==> config.mk <==
export PLATFORM = sky130hd
export DESIGN_NAME = gsu_regs
export DESIGN_NICKNAME = d
export VERILOG_FILES = /design/src/rtl/gsu_pkg.sv /design/src/rtl/gsu_delay_if.sv /design/src/rtl/gsu_regs.sv /design/src/rtl/gsu_reply_timer.sv
export SDC_FILE = /design/constraint.sdc
export NUM_CORES = 1
export LEC_CHECK = 0
export ABC_AREA = 0
export BUFFER_PORTS_ARGS = -buffer_cell sky130_fd_sc_hd__clkbuf_2
export CAP_MARGIN = 20
export CORE_ASPECT_RATIO = 0.5
export CORE_MARGIN = 10
export CORE_UTILIZATION = 35
export CTS_BUF_LIST = sky130_fd_sc_hd__clkbuf_4
export DETAILED_ROUTE_END_ITERATION = 8
export PLACE_DENSITY = 0.65
export SYNTH_ARGS = -nofsm -noshare
export SYNTH_HDL_FRONTEND = slang
export SYNTH_SLANG_ARGS = --single-unit
export TNS_END_PERCENT = 30
==> constraint.sdc <==
create_clock -name clk -period 1.6 [get_ports clk]
set_input_delay 0.16 -clock clk [delete_from_list [all_inputs] [get_ports clk]]
set_output_delay 0.16 -clock clk [all_outputs]
set_load 0.005 [all_outputs]
==> src/rtl/gsu_pkg.sv <==
// Constants and types for the global status and reply-delay registers
// *****************************************************************
// Functional notes
// *****************************************************************
// Functional notes
// - Writing one to status bit 0 or 1 clears that flag; those flags otherwise hold.
// - Bit 0 is set after chip reset and holds until cleared.
// - Chip reset returns every register to reset value and sets bit 0.
// - Bit 1 sets when the power stage shut down on overheat or short.
// - Clearing bit 1 is ignored while its shutdown cause persists.
// - Bit 2 shows charge pump undervoltage; power stage stays off then.
// - Bit 2 follows the live undervoltage level and needs no clearing.
// - Eight-bit counter increments once per successful counted access.
// - Reads leave the counter unchanged; only counted accesses move it.
// - Counter wraps from 255 to 0, never saturating.
// - Write-only bits 11:8 set reply delay; 0 and 1 give 8 bit times.
// - Values 10 and 11 give 11*8 bit times; host stays silent then.
// - Pairs 2/3, 4/5, 6/7, 8/9 give 3, 5, 7, 9 times 8 bits.
`default_nettype none
package gsu_pkg;
  // *****************************************************************
  // Register map
  // *****************************************************************
  localparam int ADDR_W = 7;
  localparam int DATA_W = 32;
  localparam logic [ADDR_W-1:0] STATUS_ADDR = 7'h01;
  localparam logic [ADDR_W-1:0] COUNT_ADDR = 7'h02;
  localparam logic [ADDR_W-1:0] DELAY_ADDR = 7'h03;
  // *****************************************************************
  // Fields and reset values
  // *****************************************************************
  localparam int STATUS_W = 3;
  localparam int RESET_BIT = 0;
  localparam int DRVERR_BIT = 1;
  localparam int UV_BIT = 2;
  localparam logic [1:0] LATCH_RESET = 2'h1;
  localparam int COUNT_W = 8;
  localparam logic [COUNT_W-1:0] COUNT_RESET = 8'h00;
  localparam logic [COUNT_W-1:0] COUNT_STEP = 8'h01;
  localparam int DELAY_LSB = 8;
  localparam int DELAY_W = 4;
  localparam logic [DELAY_W-1:0] DELAY_RESET = 4'h0;
  localparam logic [DELAY_W-1:0] DELAY_MIN_PAIR = 4'h1;
  localparam logic [DELAY_W-1:0] DELAY_ODD = 4'h1;
  // *****************************************************************
  // Timing
  // *****************************************************************
  localparam int BITS_PER_UNIT = 8;
  localparam int BITTIME_W = 7;
  localparam logic [BITTIME_W-1:0] BITTIME_ZERO = 7'h00;
  localparam logic [BITTIME_W-1:0] BITTIME_ONE = 7'h01;
  typedef enum logic {GSU_IDLE, GSU_WAIT} gsu_timer_state_type;
endpackage : gsu_pkg
`default_nettype wire

==> src/rtl/gsu_delay_if.sv <==
// Interface between register bank and reply-delay timer
`timescale 1ns/1ps
`default_nettype none
interface gsu_delay_if;
  import gsu_pkg::*;
  logic start;
  logic bitTick;
  logic [BITTIME_W-1:0] bitTimes;
  logic done;
  logic busy;
  modport bank (output start, output bitTick, output bitTimes,
                input done, input busy);
  modport timer (input start, input bitTick, input bitTimes,
                 output done, output busy);
endinterface : gsu_delay_if
`default_nettype wire

==> src/rtl/gsu_regs.sv <==
// Global status, transaction counter and reply-delay register bank
`timescale 1ns/1ps
`default_nettype none
module gsu_regs
  import gsu_pkg::*;
(
  // Clock and reset
  input wire logic clk,
  input wire logic rst_n,
  // Decoded access from the serial frame logic
  input wire logic accValid,
  input wire logic accWrite,
  input wire logic [ADDR_W-1:0] accAddr,
  input wire logic [DATA_W-1:0] accWrData,
  // Read answer
  output logic [DATA_W-1:0] rdData_reg,
  output logic rdValid_reg,
  // Reply pacing
  input wire logic bitTick,
  output logic replyGo_reg,
  output logic replyBusy_reg,
  // Power stage status
  input wire logic driverShutdown,
  input wire logic chargePumpUv,
  output logic powerStageEnable_reg
);
  // *****************************************************************
  // State
  // *****************************************************************
  logic resetFlag_reg, resetFlag_next;
  logic drvErrFlag_reg, drvErrFlag_next;
  logic uvFlag_reg, uvFlag_next;
  logic [COUNT_W-1:0] txCount_reg, txCount_next;
  logic [DELAY_W-1:0] replyDelayField_reg, replyDelayField_next;
  logic [DATA_W-1:0] rdData_next;
  logic rdValid_next;
  logic replyGo_next;
  logic replyBusy_next;
  logic powerStageEnable_next;
  logic [STATUS_W-1:0] statusView;
  logic [BITTIME_W-1:0] bitTimes;
  logic [DELAY_W-1:0] multiplier;
  logic isWrite;
  logic isRead;

  gsu_delay_if dly ();

  gsu_reply_timer gsu_reply_timer_i (
    .clk(clk),
    .rst_n(rst_n),
    .dly(dly)
  );

  assign isWrite = accValid & accWrite;
  assign isRead = accValid & ~accWrite;

  // *****************************************************************
  // Reply delay decode
  // *****************************************************************
  // Each even/odd pair maps to the odd value; 0 and 1 both mean one unit
  always_comb begin
    if (replyDelayField_reg <= DELAY_MIN_PAIR) begin
      multiplier = DELAY_ODD;
    end else begin
      multiplier = replyDelayField_reg | DELAY_ODD;
    end
    bitTimes = BITTIME_W'(multiplier * BITS_PER_UNIT);
  end

  assign dly.start = isRead;
  assign dly.bitTick = bitTick;
  assign dly.bitTimes = bitTimes;

  // *****************************************************************
  // Status flags
  // *****************************************************************
  // Set beats clear: a shutdown seen in the clearing cycle stays flagged
  always_comb begin
    resetFlag_next = resetFlag_reg;
    drvErrFlag_next = drvErrFlag_reg;
    if (isWrite && accAddr == STATUS_ADDR) begin
      if (accWrData[RESET_BIT]) begin
        resetFlag_next = 1'b0;
      end
      if (accWrData[DRVERR_BIT] && !driverShutdown) begin
        drvErrFlag_next = 1'b0;
      end
    end
    if (driverShutdown) begin
      drvErrFlag_next = 1'b1;
    end
    uvFlag_next = chargePumpUv;
  end

  assign statusView = {uvFlag_reg, drvErrFlag_reg, resetFlag_reg};

  // *****************************************************************
  // Counter, configuration, read answer
  // *****************************************************************
  always_comb begin
    txCount_next = txCount_reg;
    replyDelayField_next = replyDelayField_reg;
    rdData_next = rdData_reg;
    rdValid_next = 1'b0;
    if (isWrite) begin
      txCount_next = txCount_reg + COUNT_STEP;
      if (accAddr == DELAY_ADDR) begin
        replyDelayField_next = accWrData[DELAY_LSB +: DELAY_W];
      end
    end
    if (isRead) begin
      rdValid_next = 1'b1;
      rdData_next = '0;
      case (accAddr)
        STATUS_ADDR: begin
          rdData_next[STATUS_W-1:0] = statusView;
        end
        COUNT_ADDR: begin
          rdData_next[COUNT_W-1:0] = txCount_reg;
        end
        default: begin
          rdData_next = '0;
        end
      endcase
    end
    replyGo_next = dly.done;
    replyBusy_next = dly.busy | isRead;
    // Undervoltage or a latched shutdown keeps the bridge off
    powerStageEnable_next = ~(chargePumpUv | drvErrFlag_next);
  end

  // *****************************************************************
  // Registers
  // *****************************************************************
  always_ff @(posedge clk) begin
    if (!rst_n) begin
      resetFlag_reg <= LATCH_RESET[RESET_BIT];
      drvErrFlag_reg <= 1'b0;
      uvFlag_reg <= 1'b0;
      txCount_reg <= COUNT_RESET;
      replyDelayField_reg <= DELAY_RESET;
      rdData_reg <= '0;
      rdValid_reg <= 1'b0;
      replyGo_reg <= 1'b0;
      replyBusy_reg <= 1'b0;
      powerStageEnable_reg <= 1'b0;
    end else begin
      resetFlag_reg <= resetFlag_next;
      drvErrFlag_reg <= drvErrFlag_next;
      uvFlag_reg <= uvFlag_next;
      txCount_reg <= txCount_next;
      replyDelayField_reg <= replyDelayField_next;
      rdData_reg <= rdData_next;
      rdValid_reg <= rdValid_next;
      replyGo_reg <= replyGo_next;
      replyBusy_reg <= replyBusy_next;
      powerStageEnable_reg <= powerStageEnable_next;
    end
  end
endmodule : gsu_regs
`default_nettype wire

==> src/rtl/gsu_reply_timer.sv <==
// Counts bit times from a read request until the reply may start
`timescale 1ns/1ps
`default_nettype none
module gsu_reply_timer
  import gsu_pkg::*;
(
  // Clock and reset
  input wire logic clk,
  input wire logic rst_n,
  // Link to the register bank
  gsu_delay_if.timer dly
);
  gsu_timer_state_type state_reg, state_next;
  logic [BITTIME_W-1:0] left_reg, left_next;
  logic done_reg, done_next;

  always_comb begin
    state_next = state_reg;
    left_next = left_reg;
    done_next = 1'b0;
    case (state_reg)
      GSU_IDLE: begin
        if (dly.start) begin
          state_next = GSU_WAIT;
          left_next = dly.bitTimes;
        end
      end
      GSU_WAIT: begin
        if (dly.bitTick) begin
          left_next = left_reg - BITTIME_ONE;
          if (left_reg == BITTIME_ONE) begin
            state_next = GSU_IDLE;
            done_next = 1'b1;
          end
        end
      end
      default: begin
        state_next = GSU_IDLE;
      end
    endcase
  end

  always_ff @(posedge clk) begin
    if (!rst_n) begin
      state_reg <= GSU_IDLE;
      left_reg <= BITTIME_ZERO;
      done_reg <= 1'b0;
    end else begin
      state_reg <= state_next;
      left_reg <= left_next;
      done_reg <= done_next;
    end
  end

  assign dly.done = done_reg;
  assign dly.busy = (state_reg == GSU_WAIT);
endmodule : gsu_reply_timer
`default_nettype wire

==> results of run 1 <==
-- final cells by class --
type | instances | area (µm²)
well taps | 66 | 82.58
flip-flops and latches | 35 | 700.7
fillers | 475 | 2631
repair buffers | 39 | 220.2
multi-input cells | 145 | 895.9
inverters | 3 | 11.26
clock buffers | 6 | 45.04
clock inverters | 2 | 7.507
-- worst reg2reg max path, delay by kind of cell, from the launching register on --
kind / cells / cell delay (ns)
and+or+nand+nor: 2 / 0.57
muxes: 1 / 0.35
DFF: 1 / 0.32
AOI/OAI and AO/OA: 1 / 0.16
-- through the flow --
step | worst slack, ns | utilization | power (mW)
2_1_floorplan | 0.07164 | - | 1.092
3_3_place_gp | 0.05065 | 0.4123 | 1.117
3_5_place_dp | 0.02877 | 0.4123 | 1.122
4_1_cts | 0.02163 | 0.4273 | 1.582
5_1_grt | 0.02701 | 0.4273 | 1.671
6_report | 0.1200 | 0.4273 | 1.570
-- logic make-up (layout without fill, tap and decap cells) --
family,Yosys count,count (layout),share of synthesized area
simple gates,77,77,0.2556
flops,35,35,0.4043
buf+inv,34,50,0.1321
compound gates,29,29,0.1177
xor+xnor,6,6,0.03032
mux,6,6,0.03610
fa+ha+maj,3,3,0.02166
other cells,1,24,0.002164
-- synth_stat cells, types with 2 or more instances --
| library cell | n | share of area |
|---|---|---|
| dfxtp_1 | 35 | 0.40 |
| buf_4 | 25 | 0.11 |
| nand2_1 | 13 | 0.028 |
| nand3_1 | 13 | 0.038 |
| and2_1 | 12 | 0.043 |
| nor2b_1 | 12 | 0.043 |
| nor2_1 | 7 | 0.015 |
| o21ai_0 | 7 | 0.020 |
| clkbuf_1 | 5 | 0.011 |
| xnor2_1 | 5 | 0.025 |
| a21oi_1 | 4 | 0.012 |
| mux2i_1 | 4 | 0.023 |
| a21boi_0 | 3 | 0.013 |
| a22o_1 | 3 | 0.015 |
| a22oi_1 | 3 | 0.013 |
| ha_1 | 3 | 0.022 |
| inv_1 | 3 | 0.0065 |
| nand2b_1 | 3 | 0.011 |
| o31ai_1 | 3 | 0.013 |
| a311oi_1 | 2 | 0.010 |
| and3_1 | 2 | 0.0072 |
| mux2_2 | 2 | 0.013 |
| nand4_1 | 2 | 0.0072 |
| nor3_1 | 2 | 0.0058 |
| nor4_1 | 2 | 0.0072 |
| o211a_1 | 2 | 0.012 |
| or3_1 | 2 | 0.0072 |
-- per-layer routing --
| layer | global-route usage | vias to the layer above | part of all wire |
|---|---|---|---|
| met5 | 0 | - | 0 |
| met4 | 0.03158 | 0 | 0.014 |
| li1 | - | 693 | - |
| met2 | 0.1406 | 39 | 0.45 |
| met1 | 0.09016 | 628 | 0.45 |
| met3 | 0.04615 | 7 | 0.083 |
-- power by group through the flow --
stage	sequential (mW)	combinational, mW	clock (mW)
global placement	0.930	0.187	0
finish	0.911	0.198	0.462
global route	0.914	0.225	0.532
CTS	0.911	0.195	0.476
detailed placement	0.930	0.191	0
floorplan	0.929	0.163	0
-- worst max-delay path by stage --
stage	start	to	cells past startpoint
after floorplan	gsu_reply_timer_i.left_reg[2]$_SDFFE_PN0P_	gsu_reply_timer_i.left_reg[5]$_SDFFE_PN0P_	4
after global placement	gsu_reply_timer_i.left_reg[2]$_SDFFE_PN0P_	gsu_reply_timer_i.left_reg[5]$_SDFFE_PN0P_	4
after detailed placement	gsu_reply_timer_i.left_reg[2]$_SDFFE_PN0P_	gsu_reply_timer_i.left_reg[5]$_SDFFE_PN0P_	4
after CTS	gsu_reply_timer_i.left_reg[2]$_SDFFE_PN0P_	gsu_reply_timer_i.left_reg[5]$_SDFFE_PN0P_	4
after global routing	gsu_reply_timer_i.left_reg[2]$_SDFFE_PN0P_	gsu_reply_timer_i.left_reg[5]$_SDFFE_PN0P_	4
final	gsu_reply_timer_i.left_reg[2]$_SDFFE_PN0P_	gsu_reply_timer_i.left_reg[5]$_SDFFE_PN0P_	4
-- what timing repair did --
| item | CTS | global route |
|---|---|---|
| gates resized for setup | 1 | 0 |
| setup endpoints to repair | 1 | 1 |
| pin swaps | 0 | 1 |
| hold endpoints to repair | 1 | 0 |
| hold buffers | 1 | 0 |
==> results.py, run 1 <==
metrics = {
    "status": {
        "outcome": "complete, no violations",
    },
    "drt": {
        "drcViolationCount": 0,
        "drt_pass1_iterations": 4,
        "drt_wl_total_mm": 3.590,
        "routedWlPerCell_um": 12.13,
        "vias_per_cell": 4.618,
        "drt_iter0_drc": 67,
        "routed-via-count": 1367,
        "drtAntennaViolNets": 0,
    },
    "sta": {
        "max_slew.worst_pin.slew_ns": 0.5541,
        "min_period_ns": 1.480,
        "finalCritPeriodShare": 0.9250,
        "grt_setup_unrepaired": "false",
        "hold_viol_final": 0,
        "worst_hold_slack_ns": 0.09878,
        "relSlewSlack": 0.6306,
        "slew_violations": 0,
        "setup_viol": 0,
        "fmax_mhz": 675.7,
        "worst_clock_skew_ns": 0.009162,
        "finalSetupTns_ns": 0,
    },
    "placed_design": {
        "dpl.cell_count": 287,
        "hpwl_mm": 2.833,
        "io_buffers": 30,
        "finalWeightedCongestion": 0.8040,
        "place_area_um2": 1894,
    },
    "floorplanning": {
        "core_region_area_um2": 4594,
        "die_area_um2": 8336,
        "die-height_um": 69.76,
        "initial_core_util": 0.3772,
        "rows": 17,
        "fp.dieW_um": 119.5,
        "io_pins": 82,
    },
    "logic_synthesis": {
        "synthCells": 191,
        "ys.flop_type": "dfxtp_1",
        "synth-async-reset-ratio": 0,
        "synth_edf_count": 0,
        "syn_avg_cell_area_um2": 9.073,
        "yosys_warnings": 0,
        "netlist_area_um2": 1733,
        "synth_seq_cells": 35,
        "seq_area_frac_synth": 0.4043,
        "synth_cell_types": 39,
    },
    "worst_setup_path": {
        "regToRegSetupSlack_ns": 0.12,
        "crit_chain": "or3_1, nor4_2, mux2_2, a21boi_0",
        "reg2reg_depth": 4,
        "cp.buffers_inverters": 0,
        "cp_max_fo": 2,
        "path_delay_family": "simple AND/OR/NAND/NOR gates",
        "worst-endpoint-arrival_ns": 1.74,
        "cp-start-kind": "flop",
        "crit-reg2reg-launch": "gsu_reply_timer_i.left_reg[2]$_SDFFE_PN0P_",
        "r2r-end": "gsu_reply_timer_i.left_reg[5]$_SDFFE_PN0P_",
        "cp.required_ns": 1.86,
        "critPathSlowestCell": "or3_1",
        "crit_path_end_kind": "flop",
        "critPathMaxStageDelay_ns": 0.41,
        "path_class": "flop to flop",
    },
    "job": {
        "max-cap-violations": 0,
    },
    "pwr": {
        "peakVddDrop_mv": 0.2549,
        "p_switching_mw": 0.4068,
        "p_per_area_nw_per_um2": 800.0,
        "power_frac_clock": 0.294,
        "p_seq_frac": 0.580,
        "switching_share": 0.2591,
        "pwr-share-comb": 0.126,
        "p_int_mw": 1.164,
        "total_leakage_power_nw": 0.8372,
    },
    "clock_tree": {
        "numCtsBuffers": 5,
        "cts-root-buf": "clkbuf_4",
        "clock_latency_ns": 0.33,
        "clock_path_buffers": 2,
        "htreeDepth": 2,
        "cts_tree": "yes",
        "cts_sinks": 35,
        "postCtsSetupBuffers": 0,
        "clk_pin_slew_worst_paths_ns": 0.10,
    },
    "global_route": {
        "grt_pass1_vias": 1399,
        "grt_pass1_wl_mm": 5.996,
        "gr-usage-all-layers": 0.08527,
        "gr-total-overflow": 0,
        "grt_antenna_before_repair": 0,
        "grt_max_degree": 36,
    },
    "cells_and_area": {
        "fin_area_um2": 1963,
        "drive_gt1_frac": 0.2217,
        "final_cell_mix": "35 x dfxtp_1, 30 x clkbuf_2, 24 x conb_1, 13 x nand2_1, 13 x nand3_1",
        "nNetsFinal": 278,
        "synthToLayoutAreaGrowth_pct": 13.29,
        "instances_no_fill": 296,
        "final_common_cell": "dfxtp_1",
        "diodes": 0,
    },
    "hold_path": {
        "min_path_cells": 3,
        "min_path_type": "input port to flop",
        "holdCritStartpoint": "accWrData[11]",
        "hold_path_end": "replyDelayField_reg[3]$_SDFFE_PN0P_",
    },
}
(Power assumes the default switching activity.)
==> run 2, diff against run 1 <==
CORE_ASPECT_RATIO = default   (was 0.5)
==> results.py, run 2 (synthesis gave the netlist of run 1 again) <==
metrics = {
    "sta": {
        "worst_hold_slack_ns": 0.07854,
        "fmax_mhz": 673.1,
        "finalCritPeriodShare": 0.9286,
        "max_slew.worst_pin.slew_ns": 0.5123,
        "slew_violations": 0,
        "worst_slack_ns": 0.1143,
        "hold_viol_final": 0,
        "min_period_ns": 1.486,
        "grt_setup_unrepaired": "false",
        "worst_clock_skew_ns": 0.01244,
        "relSlewSlack": 0.6585,
        "setup_viol": 0,
        "finalSetupTns_ns": 0,
    },
    "cells_and_area": {
        "nNetsFinal": 278,
        "multi_input_area_um2": 895.9,
        "final_common_cell": "dfxtp_1",
        "instances_no_fill": 297,
        "utilization": 0.4182,
        "final_cell_mix": "35 x dfxtp_1, 30 x clkbuf_2, 24 x conb_1, 13 x nand2_1, 13 x nand3_1",
        "fill_cells": 506,
        "synthToLayoutAreaGrowth_pct": 14.73,
        "register_area_um2": 700.7,
        "fin_area_um2": 1988,
        "drive_gt1_frac": 0.2261,
        "diodes": 0,
    },
    "pwr": {
        "p_per_area_nw_per_um2": 871.0,
        "total_power_mw": 1.732,
        "total_leakage_power_nw": 0.8488,
        "peakVddDrop_mv": 0.7305,
    },
    "worst_setup_path": {
        "regToRegSetupSlack_ns": 0.11,
        "path_delay_family": "simple AND/OR/NAND/NOR gates",
        "cp.required_ns": 1.89,
        "cp.buffers_inverters": 1,
        "critPathMaxStageDelay_ns": 0.41,
        "reg2reg_depth": 4,
        "crit_path_start": "gsu_reply_timer_i.left_reg[2]$_SDFFE_PN0P_",
        "crit_cells": 4,
        "crit_path_end_kind": "flop",
        "r2r-end": "gsu_reply_timer_i.dly.done$_SDFF_PN0_",
        "crit-reg2reg-launch": "gsu_reply_timer_i.left_reg[2]$_SDFFE_PN0P_",
        "crit_chain": "or3_1, buf_4, nor4_1, and2_1",
        "worst-endpoint-arrival_ns": 1.77,
        "path_class": "flop to flop",
        "crit_end": "gsu_reply_timer_i.dly.done$_SDFF_PN0_",
        "cp-start-kind": "flop",
        "cp_max_fo": 2,
        "critPathSlowestCell": "or3_1",
    },
    "global_route": {
        "grt_antenna_before_repair": 0,
        "gr-total-overflow": 0,
        "grt_max_degree": 33,
        "grt_pass1_wl_mm": 6.223,
        "gr-usage-all-layers": 0.08957,
        "grt_pass1_vias": 1360,
    },
    "floorplanning": {
        "io_pins": 82,
        "die_area_um2": 8166,
        "die-height_um": 90.37,
        "fp.dieW_um": 90.37,
        "rows": 25,
        "initial_core_util": 0.3645,
        "core_region_area_um2": 4755,
    },
    "placed_design": {
        "finalWeightedCongestion": 0.7721,
        "pre_cts_slack_ns": 0.05317,
        "dpl.cell_count": 288,
        "place_area_um2": 1896,
        "io_buffers": 30,
        "hpwl_mm": 2.795,
    },
    "clock_tree": {
        "cts-root-buf": "clkbuf_4",
        "cts_sinks": 35,
        "postCtsSetupBuffers": 0,
        "numCtsBuffers": 5,
        "clock_latency_ns": 0.35,
        "clock_path_buffers": 2,
        "clk_pin_slew_worst_paths_ns": 0.10,
        "htreeDepth": 2,
        "cts_tree": "yes",
    },
    "drt": {
        "drt_wl_total_mm": 3.682,
        "drtAntennaViolNets": 0,
        "drcViolationCount": 0,
        "routedWlPerCell_um": 12.40,
        "drt_pass1_iterations": 4,
        "vias_per_cell": 4.498,
        "drt_iter0_drc": 55,
        "routed-via-count": 1336,
    },
    "job": {
        "max-cap-violations": 0,
    },
    "hold_path": {
        "min_path_type": "input port to flop",
        "holdCritStartpoint": "accWrData[10]",
    },
    "status": {
        "outcome": "complete, no violations",
    },
}
[run 2: cell types whose count changed in the layout (fill, tap and decap cells not counted), sizes merged]
cell,before,now
bufinv,0,1
clkbuf,36,35
[run 2: power by group]
group | switching [mW] | internal, mW
sequential | 0.0166 | 0.895
clock | 0.300 | 0.321
combinational | 0.110 | 0.0892
[run 2: worst min-delay path by stage]
stage | to | slack, ns | cells past startpoint
after CTS | replyDelayField_reg[2]$_SDFFE_PN0P_ | 0.07 | 3
after global placement | powerStageEnable_reg$_SDFF_PN0_ | 0.34 | 2
after global routing | replyDelayField_reg[1]$_SDFFE_PN0P_ | 0.07 | 3
final | replyDelayField_reg[2]$_SDFFE_PN0P_ | 0.08 | 3
after floorplan | powerStageEnable_reg$_SDFF_PN0_ | 0.24 | 1
after detailed placement | powerStageEnable_reg$_SDFF_PN0_ | 0.34 | 2
[run 2: what timing repair did]
action | 4_1_cts | 5_1_grt
hold endpoints to repair | 1 | 0
hold buffers | 1 | 0
gates resized for setup | 0 | 1
endpoints found under the setup margin | 0 | 1
[run 2: metal layers]
| metal | vias to the layer above | GRT usage | wire [µm] |
|---|---|---|---|
| met2 | 40 | 0.1326 | 1589 |
| met3 | 7 | 0.04406 | 291 |
| met4 | 0 | 0.03581 | 51 |
| li1 | 684 | - | - |
| met5 | - | 0 | 0 |
| met1 | 605 | 0.1079 | 1750 |
[run 2: worst min-delay path: cells and delay by family]
kind | cells | cell delay, ns
buffers and inverters | 1 | 0.08
and+or+nand+nor | 1 | 0.09
muxes | 1 | 0.05
[run 2: final cells by class]
class | count | area share
Clock buffer | 5 | 0.01888
Sequential cell | 35 | 0.3524
Inverter | 3 | 0.005664
Multi-Input combinational cell | 145 | 0.4506
Clock inverter | 3 | 0.01951
Timing Repair Buffer | 39 | 0.1108
Tap cell | 67 | 0.04216
